===== src/verilog/ccf_pkg.sv =====
// Package: register map, field layout and reset values of the state flag block
package ccf_pkg;
  localparam int          CCF_WORD_W       = 11;
  localparam int          CCF_DATA_W       = 16;
  localparam logic [3:0]  CCF_ADDR_PSW     = 4'h0;
  localparam logic [3:0]  CCF_ADDR_ALU_RES = 4'h4;
  localparam logic [3:0]  CCF_ADDR_BANK    = 4'h8;
  localparam int          CCF_BIT_CARRY    = 0;
  localparam int          CCF_BIT_DEBUG    = 1;
  localparam int          CCF_BIT_ZERO     = 2;
  localparam int          CCF_BIT_SIGN     = 3;
  localparam int          CCF_BIT_BANK     = 4;
  localparam int          CCF_BIT_OVFL     = 5;
  localparam logic [10:0] CCF_WR_MASK      = 11'h03f;
  localparam logic [10:0] CCF_PSW_RESET    = 11'h000;
  localparam logic [3:0]  CCF_OP_NONE      = 4'h0;

  typedef enum logic [1:0] {
    CCF_BUS_IDLE = 2'b00,
    CCF_BUS_ACK  = 2'b01
  } ccf_bus_t;
endpackage


===== src/verilog/ccf_flags.sv =====
// State flag word of the 16-bit core with its register access port
`timescale 1ns/1ps
// **********************************************************************
// **********************************************************************
module ccf_flags
  import ccf_pkg::*;
#(
  parameter int DW = CCF_DATA_W
) (
  input  wire logic          CLK,
  input  wire logic          RESET,
  input  wire logic [3:0]    WB_ADR_I,
  input  wire logic [31:0]   WB_DAT_I,
  input  wire logic [3:0]    WB_SEL_I,
  input  wire logic          WB_WE_I,
  input  wire logic          WB_CYC_I,
  input  wire logic          WB_STB_I,
  output logic      [31:0]   WB_DAT_O,
  output logic               WB_ACK_O,
  input  wire logic          ALU_VALID,
  input  wire logic [DW-1:0] ALU_RESULT,
  input  wire logic          ALU_CARRY,
  input  wire logic          ALU_OVFL,
  input  wire logic          UPD_CARRY,
  input  wire logic          UPD_ZERO,
  input  wire logic          UPD_SIGN,
  input  wire logic          UPD_OVFL,
  output logic [CCF_WORD_W-1:0] PROCESSOR_STATE_WORD,
  output logic               BANK_SEL
);
  // **********************************************************************
  // Bus slave
  // **********************************************************************
  ccf_bus_t                state_q, state_d;
  logic [31:0]             rdat_q, rdat_d;
  logic [CCF_WORD_W-1:0]   psw_q, psw_d;
  logic [DW-1:0]           res_q, res_d;
  logic                    ack_q, ack_d;
  logic                    req;
  logic                    wr_psw;

  assign req    = WB_CYC_I && WB_STB_I && (state_q == CCF_BUS_IDLE);
  assign wr_psw = req && WB_WE_I && WB_SEL_I[0] && WB_SEL_I[1]
                  && (WB_ADR_I == CCF_ADDR_PSW);

  always_comb begin
    state_d = state_q;
    ack_d   = 1'b0;
    rdat_d  = 32'h0000_0000;
    case (state_q)
      CCF_BUS_IDLE: begin
        if (req) begin
          state_d = CCF_BUS_ACK;
          ack_d   = 1'b1;
          case (WB_ADR_I)
            CCF_ADDR_PSW:     rdat_d = 32'(psw_q);
            CCF_ADDR_ALU_RES: rdat_d = 32'(res_q);
            CCF_ADDR_BANK:    rdat_d = 32'(psw_q[CCF_BIT_BANK]);
            default:          rdat_d = 32'h0000_0000;
          endcase
        end
      end
      // One ack then idle, so a strobe still held is not answered twice
      CCF_BUS_ACK: begin
        state_d = CCF_BUS_IDLE;
      end
      default: begin
        state_d = CCF_BUS_IDLE;
      end
    endcase
  end

  always_ff @(posedge CLK) begin
    if (RESET) begin
      state_q <= CCF_BUS_IDLE;
      ack_q   <= 1'b0;
      rdat_q  <= 32'h0000_0000;
    end else begin
      state_q <= state_d;
      ack_q   <= ack_d;
      rdat_q  <= rdat_d;
    end
  end

  // **********************************************************************
  // Flag update
  // **********************************************************************
  always_comb begin
    psw_d = psw_q;
    res_d = res_q;
    if (wr_psw) begin
      // Debug bit is stored as written; software is expected to keep it 0
      psw_d = WB_DAT_I[CCF_WORD_W-1:0] & CCF_WR_MASK;
    end
    // ALU wins over a same-cycle bus write on the flags it updates, so no result is lost
    if (ALU_VALID) begin
      res_d = ALU_RESULT;
      if (UPD_CARRY) psw_d[CCF_BIT_CARRY] = ALU_CARRY;
      if (UPD_ZERO)  psw_d[CCF_BIT_ZERO]  = (ALU_RESULT == '0);
      if (UPD_SIGN)  psw_d[CCF_BIT_SIGN]  = ALU_RESULT[DW-1];
      if (UPD_OVFL)  psw_d[CCF_BIT_OVFL]  = ALU_OVFL;
    end
  end

  always_ff @(posedge CLK) begin
    if (RESET) begin
      psw_q <= CCF_PSW_RESET;
      res_q <= '0;
    end else begin
      psw_q <= psw_d;
      res_q <= res_d;
    end
  end

  assign WB_DAT_O             = rdat_q;
  // Ack has its own flop so the output carries no decode glitch
  assign WB_ACK_O             = ack_q;
  assign PROCESSOR_STATE_WORD = psw_q;
  assign BANK_SEL             = psw_q[CCF_BIT_BANK];

  // **********************************************************************
  // Assertions
  // **********************************************************************
  property p_zero;
    @(posedge CLK) disable iff (RESET)
      (ALU_VALID && UPD_ZERO) |=>
        psw_q[CCF_BIT_ZERO] == ($past(ALU_RESULT) == '0);
  endproperty
  a_zero: assert property (p_zero) else $error("zero flag wrong");

  property p_sign;
    @(posedge CLK) disable iff (RESET)
      (ALU_VALID && UPD_SIGN) |=>
        psw_q[CCF_BIT_SIGN] == $past(ALU_RESULT[DW-1]);
  endproperty
  a_sign: assert property (p_sign) else $error("sign flag wrong");

  property p_carry;
    @(posedge CLK) disable iff (RESET)
      (ALU_VALID && UPD_CARRY) |=> psw_q[CCF_BIT_CARRY] == $past(ALU_CARRY);
  endproperty
  a_carry: assert property (p_carry) else $error("carry flag wrong");

  property p_ovfl;
    @(posedge CLK) disable iff (RESET)
      (ALU_VALID && UPD_OVFL) |=> psw_q[CCF_BIT_OVFL] == $past(ALU_OVFL);
  endproperty
  a_ovfl: assert property (p_ovfl) else $error("overflow flag wrong");

  property p_hold;
    @(posedge CLK) disable iff (RESET)
      (!ALU_VALID && !wr_psw) |=> $stable(psw_q);
  endproperty
  a_hold: assert property (p_hold) else $error("flags changed idly");

  property p_bank;
    @(posedge CLK) disable iff (RESET)
      (WB_CYC_I && WB_STB_I && WB_WE_I && !WB_ACK_O &&
       WB_ADR_I == CCF_ADDR_PSW && WB_SEL_I[1:0] == 2'b11) |=>
        BANK_SEL == $past(WB_DAT_I[CCF_BIT_BANK]);
  endproperty
  a_bank: assert property (p_bank) else $error("bank select mismatch");

  property p_width;
    @(posedge CLK) disable iff (RESET)
      WB_ACK_O && $past(WB_ADR_I) == CCF_ADDR_PSW |->
        WB_DAT_O[31:CCF_WORD_W] == '0;
  endproperty
  a_width: assert property (p_width) else $error("high bits not zero");

  property p_ack;
    @(posedge CLK) disable iff (RESET)
      req |=> WB_ACK_O ##1 !WB_ACK_O;
  endproperty
  a_ack: assert property (p_ack) else $error("ack timing wrong");

  property p_rsvd;
    @(posedge CLK) disable iff (RESET)
      PROCESSOR_STATE_WORD[CCF_WORD_W-1:CCF_BIT_OVFL+1] == '0;
  endproperty
  a_rsvd: assert property (p_rsvd) else $error("unused bits set");

  // No disable here, so the reset value itself is checked
  property p_reset;
    @(posedge CLK)
      RESET |=> (PROCESSOR_STATE_WORD == CCF_PSW_RESET) && !WB_ACK_O;
  endproperty
  a_reset: assert property (p_reset) else $error("reset state wrong");

  // Refused writes must not disturb the word
  property p_refuse;
    @(posedge CLK) disable iff (RESET)
      (WB_CYC_I && WB_STB_I && WB_WE_I && !WB_ACK_O && !ALU_VALID &&
       (WB_ADR_I != CCF_ADDR_PSW || WB_SEL_I[1:0] != 2'b11)) |=>
        $stable(PROCESSOR_STATE_WORD);
  endproperty
  a_refuse: assert property (p_refuse) else $error("refused write landed");

  property p_rdpsw;
    @(posedge CLK) disable iff (RESET)
      (WB_CYC_I && WB_STB_I && !WB_WE_I && !WB_ACK_O &&
       WB_ADR_I == CCF_ADDR_PSW) |=>
        WB_ACK_O && WB_DAT_O == 32'($past(PROCESSOR_STATE_WORD));
  endproperty
  a_rdpsw: assert property (p_rdpsw) else $error("word readback wrong");

  property p_rdres;
    @(posedge CLK) disable iff (RESET)
      (WB_CYC_I && WB_STB_I && !WB_WE_I && !WB_ACK_O &&
       WB_ADR_I == CCF_ADDR_ALU_RES) |=>
        WB_DAT_O == 32'($past(res_q));
  endproperty
  a_rdres: assert property (p_rdres) else $error("result readback wrong");

  property p_alures;
    @(posedge CLK) disable iff (RESET)
      ALU_VALID |=> res_q == $past(ALU_RESULT);
  endproperty
  a_alures: assert property (p_alures) else $error("result not kept");
endmodule


===== config.mk =====
export PLATFORM = sky130hd
export DESIGN_NAME = ccf_flags
export DESIGN_NICKNAME = d
export VERILOG_FILES = /design/src/verilog/ccf_pkg.sv /design/src/verilog/ccf_flags.sv
export SDC_FILE = /design/constraint.sdc
export NUM_CORES = 1
export LEC_CHECK = 0
export BUFFER_PORTS_ARGS = -buffer_cell sky130_fd_sc_hd__buf_4
export CAP_MARGIN = 20
export CORE_MARGIN = 5
export CORE_UTILIZATION = 30
export CTS_CLUSTER_SIZE = 20
export DETAILED_ROUTE_END_ITERATION = 6
export GPL_TIMING_DRIVEN = 0
export SLEW_MARGIN = 40
export SYNTH_ARGS = -nofsm -noshare
export SYNTH_HDL_FRONTEND = slang
export SYNTH_SLANG_ARGS = --single-unit

===== constraint.sdc =====
create_clock -name CLK -period 1.6 [get_ports CLK]
set_clock_uncertainty 0.1 [all_clocks]
set_input_delay 0.16 -clock CLK [delete_from_list [all_inputs] [get_ports CLK]]
set_output_delay 0.16 -clock CLK [all_outputs]
set_load 0.01 [all_outputs]

==> flow_summary.json, run 1 <==
{
  "diodes": 0,
  "p_per_area_nw_per_um2": 822.1,
  "min_from": "ALU_RESULT[12]",
  "area_delta_synth_final_pct": 42.63,
  "grt.total_usage_pct": 11.86,
  "critPathTopFamily": "buffers and inverters",
  "cts_made_buffers": 5,
  "p_leak_nw": 1.157,
  "synth_warnings": 0,
  "nets": 326,
  "htree_levels": 2,
  "ant_nets": 0,
  "hold_viol_final": 0,
  "ys_ff_latch": 40,
  "die_h_um": 84.68,
  "worstSetupEndpointType": "flop",
  "switching_power_mw": 0.4824,
  "dr_total_vias": 1413,
  "intPower_mw": 1.479,
  "drc": 0,
  "fmax_mhz": 651.5,
  "yosysSeqAreaShare_pct": 47.87,
  "first_pass_iters": 4,
  "wirelength_mm": 4.148,
  "insertion_delay_ps": 290,
  "grt_pass1_wl_mm": 6.796,
  "synth_edf_count": 0,
  "setup_viol": 0,
  "crit_path_cell_trace": "dlygate4sd3_1, buf_4, and4bb_2, and3_1, clkbuf_4, and2_1",
  "slowest_stage": "dlygate4sd3_1",
  "ys.flop_type": "dfxtp_1",
  "core_um2": 5473,
  "cts_tree": "built",
  "fin_tns_setup_ps": 0,
  "p_comb_share_pct": 14.3,
  "grt.overflow.total": 0,
  "total_power_mw": 1.962,
  "die_area_um2": 7170,
  "final_util_pct": 43.60,
  "maxCapViolations": 0,
  "slew_violations": 0,
  "drt_iter0_markers": 37,
  "rsz0062_at_grt": "false",
  "r2r-start": "state_q[0]$_SDFFE_PP0N_",
  "grt_max_degree": 12,
  "syn_inst": 169,
  "layout-drive-gt1-share_pct": 37.60,
  "fin_hold_ws_ps": 15.38,
  "synthDominantCellAreaShare_pct": 47.87,
  "clk_pin_slew_worst_paths_ps": 70,
  "path_class": "input pin to flop",
  "p_seq_share_pct": 53.2,
  "r2r_slack_ps": 270,
  "vias_per_cell": 4.282,
  "async_flop_share_pct": 0,
  "synth_area_um2": 1673,
  "initial_utilization_pct": 30.57,
  "crit_fanout": 10,
  "min_path_type": "input pin to flop",
  "pwr-share-clk_pct": 32.5,
  "gp_congestion": 0.8426,
  "critPathRequiredTime_ps": 1740,
  "startpoint": "RESET",
  "crit_arrival_ps": 1670,
  "grt_pass1_vias": 1482,
  "start_kind": "input pin",
  "switching_share_pct": 24.59,
  "ir_worst_vdd_mv": 0.3342,
  "clock_sinks": 40,
  "syn_avg_cell_area_um2": 9.899,
  "yosys.area.top_type": "dfxtp_1",
  "path_buf_inv": 3,
  "cts_max_path_buffers": 2,
  "ios": 113,
  "die_x_um": 84.68,
  "period_needed_ps": 1535,
  "cts_root_buf": "clkbuf_8",
  "antenna_found_initial": 0,
  "row_count": 27,
  "slowest_delay_ps": 530,
  "io_buffers": 61,
  "synth_area_leaders": "dfxtp_1, mux2i_1, buf_4, nor2_1, and2_1",
  "wl_per_cell_um": 12.57,
  "synth_cell_type_count": 27,
  "nFillCells": 591,
  "period_share_pct": 95.93,
  "dpl.hpwl_mm": 3.325,
  "status": "finished, final reports clean"
}
## worst register-to-register path: cells and delay by family, from the launching register on
| family | cells | cell delay [ps] |
|---|---|---|
| buffers and inverters | 1 | 170 |
| flip-flops | 1 | 350 |
| AND/OR/NAND/NOR | 3 | 610 |
## cell usage after synthesis (4+ instances only)
library cell  instances
buf_2                 4
and2_1               10
buf_4                23
a311oi_1              4
nor2_1               25
nand4_1               6
mux2i_1              22
nor4_1                4
dfxtp_1              40
o31ai_1               6
nand2_1               6
## metal layers
metal	part of all wire, %	GRT usage [%]
met4	1.6	4.317
met1	42	13.69
met3	7.7	4.220
met5	0	0
met2	49	20.14
## state kept, by name, summed over array words and instances, names as in the netlist
name	count
WB_ACK_O	1
res_q	16
state_q	1
WB_DAT_O	16
PROCESSOR_STATE_WORD	6
## cell families after synthesis
kind of cell | Yosys count | share of synthesized area [%]
compound gates | 14 | 6.283
buf+inv | 31 | 12.86
flops | 40 | 47.87
mux | 22 | 13.16
other cells | 1 | 0.2242
simple gates | 61 | 19.60
## area by class of cell
| class | instances | area [um^2] | area share [%] |
|---|---|---|---|
| Sequential cell | 40 | 800.8 | 33.56 |
| Clock inverter | 1 | 5.005 | 0.2098 |
| Multi-Input combinational cell | 118 | 732.0 | 30.68 |
| Buffer | 31 | 217.7 | 9.124 |
| Timing Repair Buffer | 62 | 467.9 | 19.61 |
| Tap cell | 72 | 90.09 | 3.776 |
| Clock buffer | 6 | 72.57 | 3.041 |
## cells in the final DEF (no fill, tap or decap), types with 3 or more instances in the layout
master	n
buf_2	3
nor2_1	25
and2_1	10
nand4_1	6
buf_4	84
mux2i_1	22
nand2_1	6
clkbuf_8	5
dfxtp_1	40
a311oi_1	4
clkbuf_1	3
conb_1	21
o31ai_1	6
nor4_1	4
## stage by stage
step	instances	setup slack, ps	cell area [um^2]
6_report	330	65.13	2386
5_1_grt	330	0.5917	2386
4_1_cts	330	20.08	2384
3_5_place_dp	322	178.7	2296
3_3_place_gp	322	170.9	2296
2_1_floorplan	189	400.8	1748
## power groups by stage
| stage | clock network [mW] | registers, mW | logic, mW |
|---|---|---|---|
| after floorplan | 0 | 1.07 | 0.156 |
| after global placement | 0 | 1.07 | 0.276 |
| after detailed placement | 0 | 1.07 | 0.278 |
| after CTS | 0.640 | 1.04 | 0.280 |
| after global routing | 0.695 | 1.05 | 0.311 |
| final | 0.638 | 1.04 | 0.280 |
## timing repair
| item | CTS | global route |
|---|---|---|
| endpoints found under the setup margin | 0 | 10 |
| setup buffers | 0 | 0 |
| hold buffers | 1 | 0 |
| endpoints found under the hold margin | 3 | 0 |
| gates resized for setup | 0 | 2 |
## worst paths after layout
check / endpoint / depth (start not counted)
hold / removal: res_q[12]$_SDFFE_PP0P_ / 3
hold reg to reg: state_q[0]$_SDFFE_PP0N_ / 1
setup / recovery: WB_DAT_O[7]$_SDFF_PP0_ / 6
setup reg to reg: WB_DAT_O[7]$_SDFF_PP0_ / 4
(Power assumes the default switching activity.)
==> run 2, diff against run 1 <==
CORE_ASPECT_RATIO = 1.75   (was unset)
==> run 2 against run 1 <==
Compared with the run above:
- die area up 0.82%
- total power increased by 16%
- clock power increased by 50%
- maximum frequency down 0.22%
- critical path type unchanged
- largest power group unchanged
==> flow_summary.json, run 2 (synthesis gave the netlist of run 1 again) <==
{
  "grt_max_degree": 13,
  "grt_pass1_vias": 1466,
  "critPathRequiredTime_ps": 1740,
  "grt_pass1_wl_mm": 6.693,
  "p_leak_nw": 1.180,
  "ant_nets": 0,
  "htree_levels": 2,
  "status": "finished, final reports clean",
  "post_dp_cell_area_um2": 2301,
  "min_path_type": "input pin to flop",
  "fin_tns_setup_ps": 0,
  "cts_made_buffers": 5,
  "gp_congestion": 0.7672,
  "die_area_um2": 7229,
  "first_pass_iters": 4,
  "wl_per_cell_um": 12.92,
  "period_share_pct": 96.14,
  "grt.total_usage_pct": 12.37,
  "die_h_um": 108.8,
  "layout-drive-gt1-share_pct": 37.98,
  "post_cts_buffers": 0,
  "period_needed_ps": 1538,
  "dpl.hpwl_mm": 3.555,
  "vias_per_cell": 4.287,
  "clk_pin_slew_worst_paths_ps": 80,
  "hold_viol_final": 0,
  "maxCapViolations": 0,
  "path_class": "input pin to flop",
  "rsz0062_at_grt": "false",
  "p_per_area_nw_per_um2": 935.2,
  "fmax_mhz": 650.1,
  "row_count": 36,
  "wirelength_mm": 4.314,
  "nets": 326,
  "slew_violations": 0,
  "layout_commonest_cell": "buf_4",
  "drc": 0,
  "worstSetupEndpointType": "flop",
  "insertion_delay_ps": 290,
  "crit_arrival_ps": 1680,
  "total_power_mw": 2.284,
  "die_x_um": 66.45,
  "tightest_slew_ps": 507.5,
  "core_um2": 5495,
  "io_buffers": 61,
  "max_slew_margin_pct": 65.98,
  "area_delta_synth_final_pct": 46.00,
  "antenna_found_initial": 0,
  "setup_viol": 0,
  "start_kind": "input pin",
  "ios": 113,
  "crit_fanout": 10,
  "dr_total_vias": 1432,
  "final_cell_mix": "buf_4, dfxtp_1, nor2_1",
  "ir_worst_vdd_mv": 0.3899,
  "cts_root_buf": "clkbuf_8",
  "grt.overflow.total": 0,
  "cts_max_path_buffers": 2,
  "initial_utilization_pct": 30.44,
  "drt_iter0_markers": 67,
  "clock_sinks": 40,
  "fin_area_um2": 2442,
  "cts_tree": "built",
  "diodes": 0
}
-- run 2: final timing paths --
kind,slack (ps),from,depth (start not counted),to
max,60,RESET,6,WB_DAT_O[6]$_SDFF_PP0_
min,10,ALU_RESULT[0],3,res_q[0]$_SDFFE_PP0P_
max reg2reg,220,state_q[0]$_SDFFE_PP0N_,4,PROCESSOR_STATE_WORD[0]$_SDFF_PP0_
min reg2reg,360,res_q[7]$_SDFFE_PP0P_,1,WB_DAT_O[7]$_SDFF_PP0_
-- run 2: stage by stage --
step           cells  hold WS (ps)  util [%]  setup WS, ps
6_report         334         14.63     44.44         61.73
5_1_grt          334         9.270     44.44         20.83
4_1_cts          334         9.010     44.40         28.81
3_5_place_dp     326         281.6     41.87         134.5
3_3_place_gp     326         272.9     41.87         163.6
2_1_floorplan    189         132.1         -         400.8
-- run 2: cell type report --
type	count	area (um^2)
fill	569	3053
tap	76	95.09
multi-input combinational	118	732.0
clock inverter	2	60.06
clock buffer	5	68.82
timing repair buffer	62	467.9
sequential	40	800.8
buffer	31	217.7
-- run 2: timing repair --
action | in CTS | in global routing
setup endpoints to repair | 0 | 3
resized for setup | 0 | 2
endpoints found under the hold margin | 3 | 0
hold buffers | 1 | 0
-- run 2: routing by layer --
| layer | up-vias | global-route usage [%] | part of all wire, % |
|---|---|---|---|
| li1 | 720 | - | - |
| met1 | 641 | 12.69 | 39 |
| met2 | 65 | 22.32 | 52 |
| met3 | 6 | 3.814 | 8.0 |
| met4 | 0 | 5.669 | 1.7 |
| met5 | - | 0 | 0 |
-- run 2: power by group --
group / internal, mW / leakage, nW / total [mW] / switching (mW)
combinational: 0.155 / 0.789 / 0.284 / 0.129
clock: 0.614 / 0.0642 / 0.954 / 0.340
sequential: 1.03 / 0.326 / 1.05 / 0.0179
-- run 2: worst max-delay path, stage by stage --
cell,delay (ps)
dlygate4sd3_1,530
buf_4,160
and4bb_2,340
and3_1,160
clkbuf_4,190
and2_1,130
==> run 3, diff against run 2 <==
==> constraint.sdc (replaced) <==
create_clock -name CLK -period 1.6 [get_ports CLK]
set_clock_uncertainty 0.1 [all_clocks]
set_input_delay 0.08 -clock CLK [delete_from_list [all_inputs] [get_ports CLK]]
set_output_delay 0.08 -clock CLK [all_outputs]
set_load 0.01 [all_outputs]
==> run 3 against run 2 <==
Compared with the run above:
- combinational power grew 21%
- utilization up 5.4 points
- first-iteration DRC count grew 10%
- wire length is 7.6% higher
==> flow_summary.json, run 3 (synthesis gave the netlist of run 1 again) <==
{
  "grt_pass1_wl_mm": 7.348,
  "critPathRequiredTime_ps": 1650,
  "final_util_pct": 49.80,
  "slowest_stage": "dlygate4sd3_1",
  "dpl.hpwl_mm": 3.555,
  "cts_root_buf": "clkbuf_8",
  "worstSetupEndpointType": "flop",
  "ant_nets": 0,
  "setup_viol": 0,
  "max_slew_margin_pct": 66.04,
  "fin_tns_setup_ps": 0,
  "die_area_um2": 7229,
  "clk_pin_slew_worst_paths_ps": 70,
  "placed_cells": 326,
  "seq_area_um2": 800.8,
  "status": "finished, final reports clean",
  "initial_utilization_pct": 30.44,
  "tightest_slew_ps": 509.4,
  "post_dp_cell_area_um2": 2301,
  "die_h_um": 108.8,
  "p_comb_share_pct": 14.6,
  "cts_max_path_buffers": 2,
  "area_delta_synth_final_pct": 63.57,
  "crit_arrival_ps": 1580,
  "drc": 0,
  "grt.overflow.total": 0,
  "gp_congestion": 0.7672,
  "nFillCells": 536,
  "htree_levels": 2,
  "crit_path_cell_trace": "dlygate4sd3_1, buf_4, or3_1, buf_2, o31ai_1, a311oi_1",
  "path_class": "input pin to flop",
  "io_buffers": 61,
  "clock_sinks": 40,
  "p_per_area_nw_per_um2": 857.5,
  "slew_violations": 0,
  "grt.total_usage_pct": 13.44,
  "slowest_delay_ps": 530,
  "row_count": 36,
  "busiest_layer": "met2",
  "hold_viol_final": 0,
  "final_cell_mix": "buf_4, dfxtp_1, dlygate4sd3_1",
  "p_leak_nw": 1.309,
  "die_x_um": 66.45,
  "p_seq_share_pct": 44.6,
  "dr_total_vias": 1551,
  "grt_use_met2_pct": 25.30,
  "drt_iter0_markers": 74,
  "antenna_found_initial": 0,
  "fmax_mhz": 657.2,
  "critPathTopFamily": "buffers and inverters",
  "grtUsageMet1_pct": 13.71,
  "r2r_slack_ps": 230,
  "wirelength_mm": 4.641,
  "vias_per_cell": 4.273,
  "layout-drive-gt1-share_pct": 33.80,
  "cts_tree": "built",
  "crit_fanout": 6,
  "maxCapViolations": 0,
  "wl_per_cell_um": 12.79,
  "diodes": 0,
  "period_share_pct": 95.10,
  "intPower_mw": 1.843,
  "switching_share_pct": 21.48,
  "nets": 355,
  "ios": 113,
  "layout_commonest_cell": "buf_4",
  "rsz0062_at_grt": "false",
  "cts_made_buffers": 5,
  "pwr-share-clk_pct": 40.8,
  "grt_max_degree": 13,
  "insertion_delay_ps": 290,
  "min_path_type": "input pin to flop",
  "switching_power_mw": 0.5040,
  "total_power_mw": 2.346,
  "period_needed_ps": 1522,
  "multi_input_area_um2": 738.2,
  "path_buf_inv": 3,
  "start_kind": "input pin",
  "instances_no_fill": 363,
  "fin_area_um2": 2736,
  "first_pass_iters": 4,
  "grt_pass1_vias": 1613,
  "use_met3_pct": 3.093,
  "post_cts_buffers": 0,
  "ir_worst_vdd_mv": 0.3912,
  "core_um2": 5495
}
## run 3: power by group through the flow
stage	Clock [mW]	Combinational, mW	Sequential (mW)
after floorplan	0	0.156	1.07
after global placement	0	0.278	1.07
after detailed placement	0	0.280	1.07
after CTS	0.977	0.339	1.05
after global routing	1.01	0.377	1.05
final	0.957	0.343	1.05
## run 3: path summary, 6_finish.rpt
| path | start | endpoint | cells after the start |
|---|---|---|---|
| worst max register to register | state_q[0]$_SDFFE_PP0N_ | PROCESSOR_STATE_WORD[0]$_SDFF_PP0_ | 4 |
| worst max-delay path | WB_ADR_I[0] | PROCESSOR_STATE_WORD[3]$_SDFF_PP0_ | 6 |
| worst min register to register | res_q[7]$_SDFFE_PP0P_ | WB_DAT_O[7]$_SDFF_PP0_ | 1 |
| worst min-delay path | UPD_OVFL | PROCESSOR_STATE_WORD[5]$_SDFF_PP0_ | 4 |
## run 3: final cells by class
type | count | share of cell area (%)
clock inverter | 2 | 2.195
timing repair buffer | 91 | 27.71
sequential | 40 | 29.26
tap | 76 | 3.475
clock buffer | 5 | 2.515
buffer | 31 | 7.865
multi-input combinational | 118 | 26.98
## run 3: worst min-delay path: stages
cell and delay (ps):
buf_4 80, nand2_1 60, nor2_1 80, a311oi_1 50
## run 3: routing by layer
metal	up-vias	part of all wire, %
met2	67	53
met5	-	0
met1	699	38
met3	6	6.9
met4	0	1.5
li1	779	-
## run 3: what timing repair did
item	4_1_cts	5_1_grt
resized for setup	0	1
setup endpoints to repair	0	10
hold endpoints to repair	24	0
hold buffers	30	0
## run 3: metrics by stage
step	setup slack, ps	hold slack (ps)
after floorplan	400.8	52.14
after global placement	243.6	192.9
after detailed placement	214.5	201.6
after CTS	29.31	1.946
after global routing	12.73	17.01
final	78.43	7.753
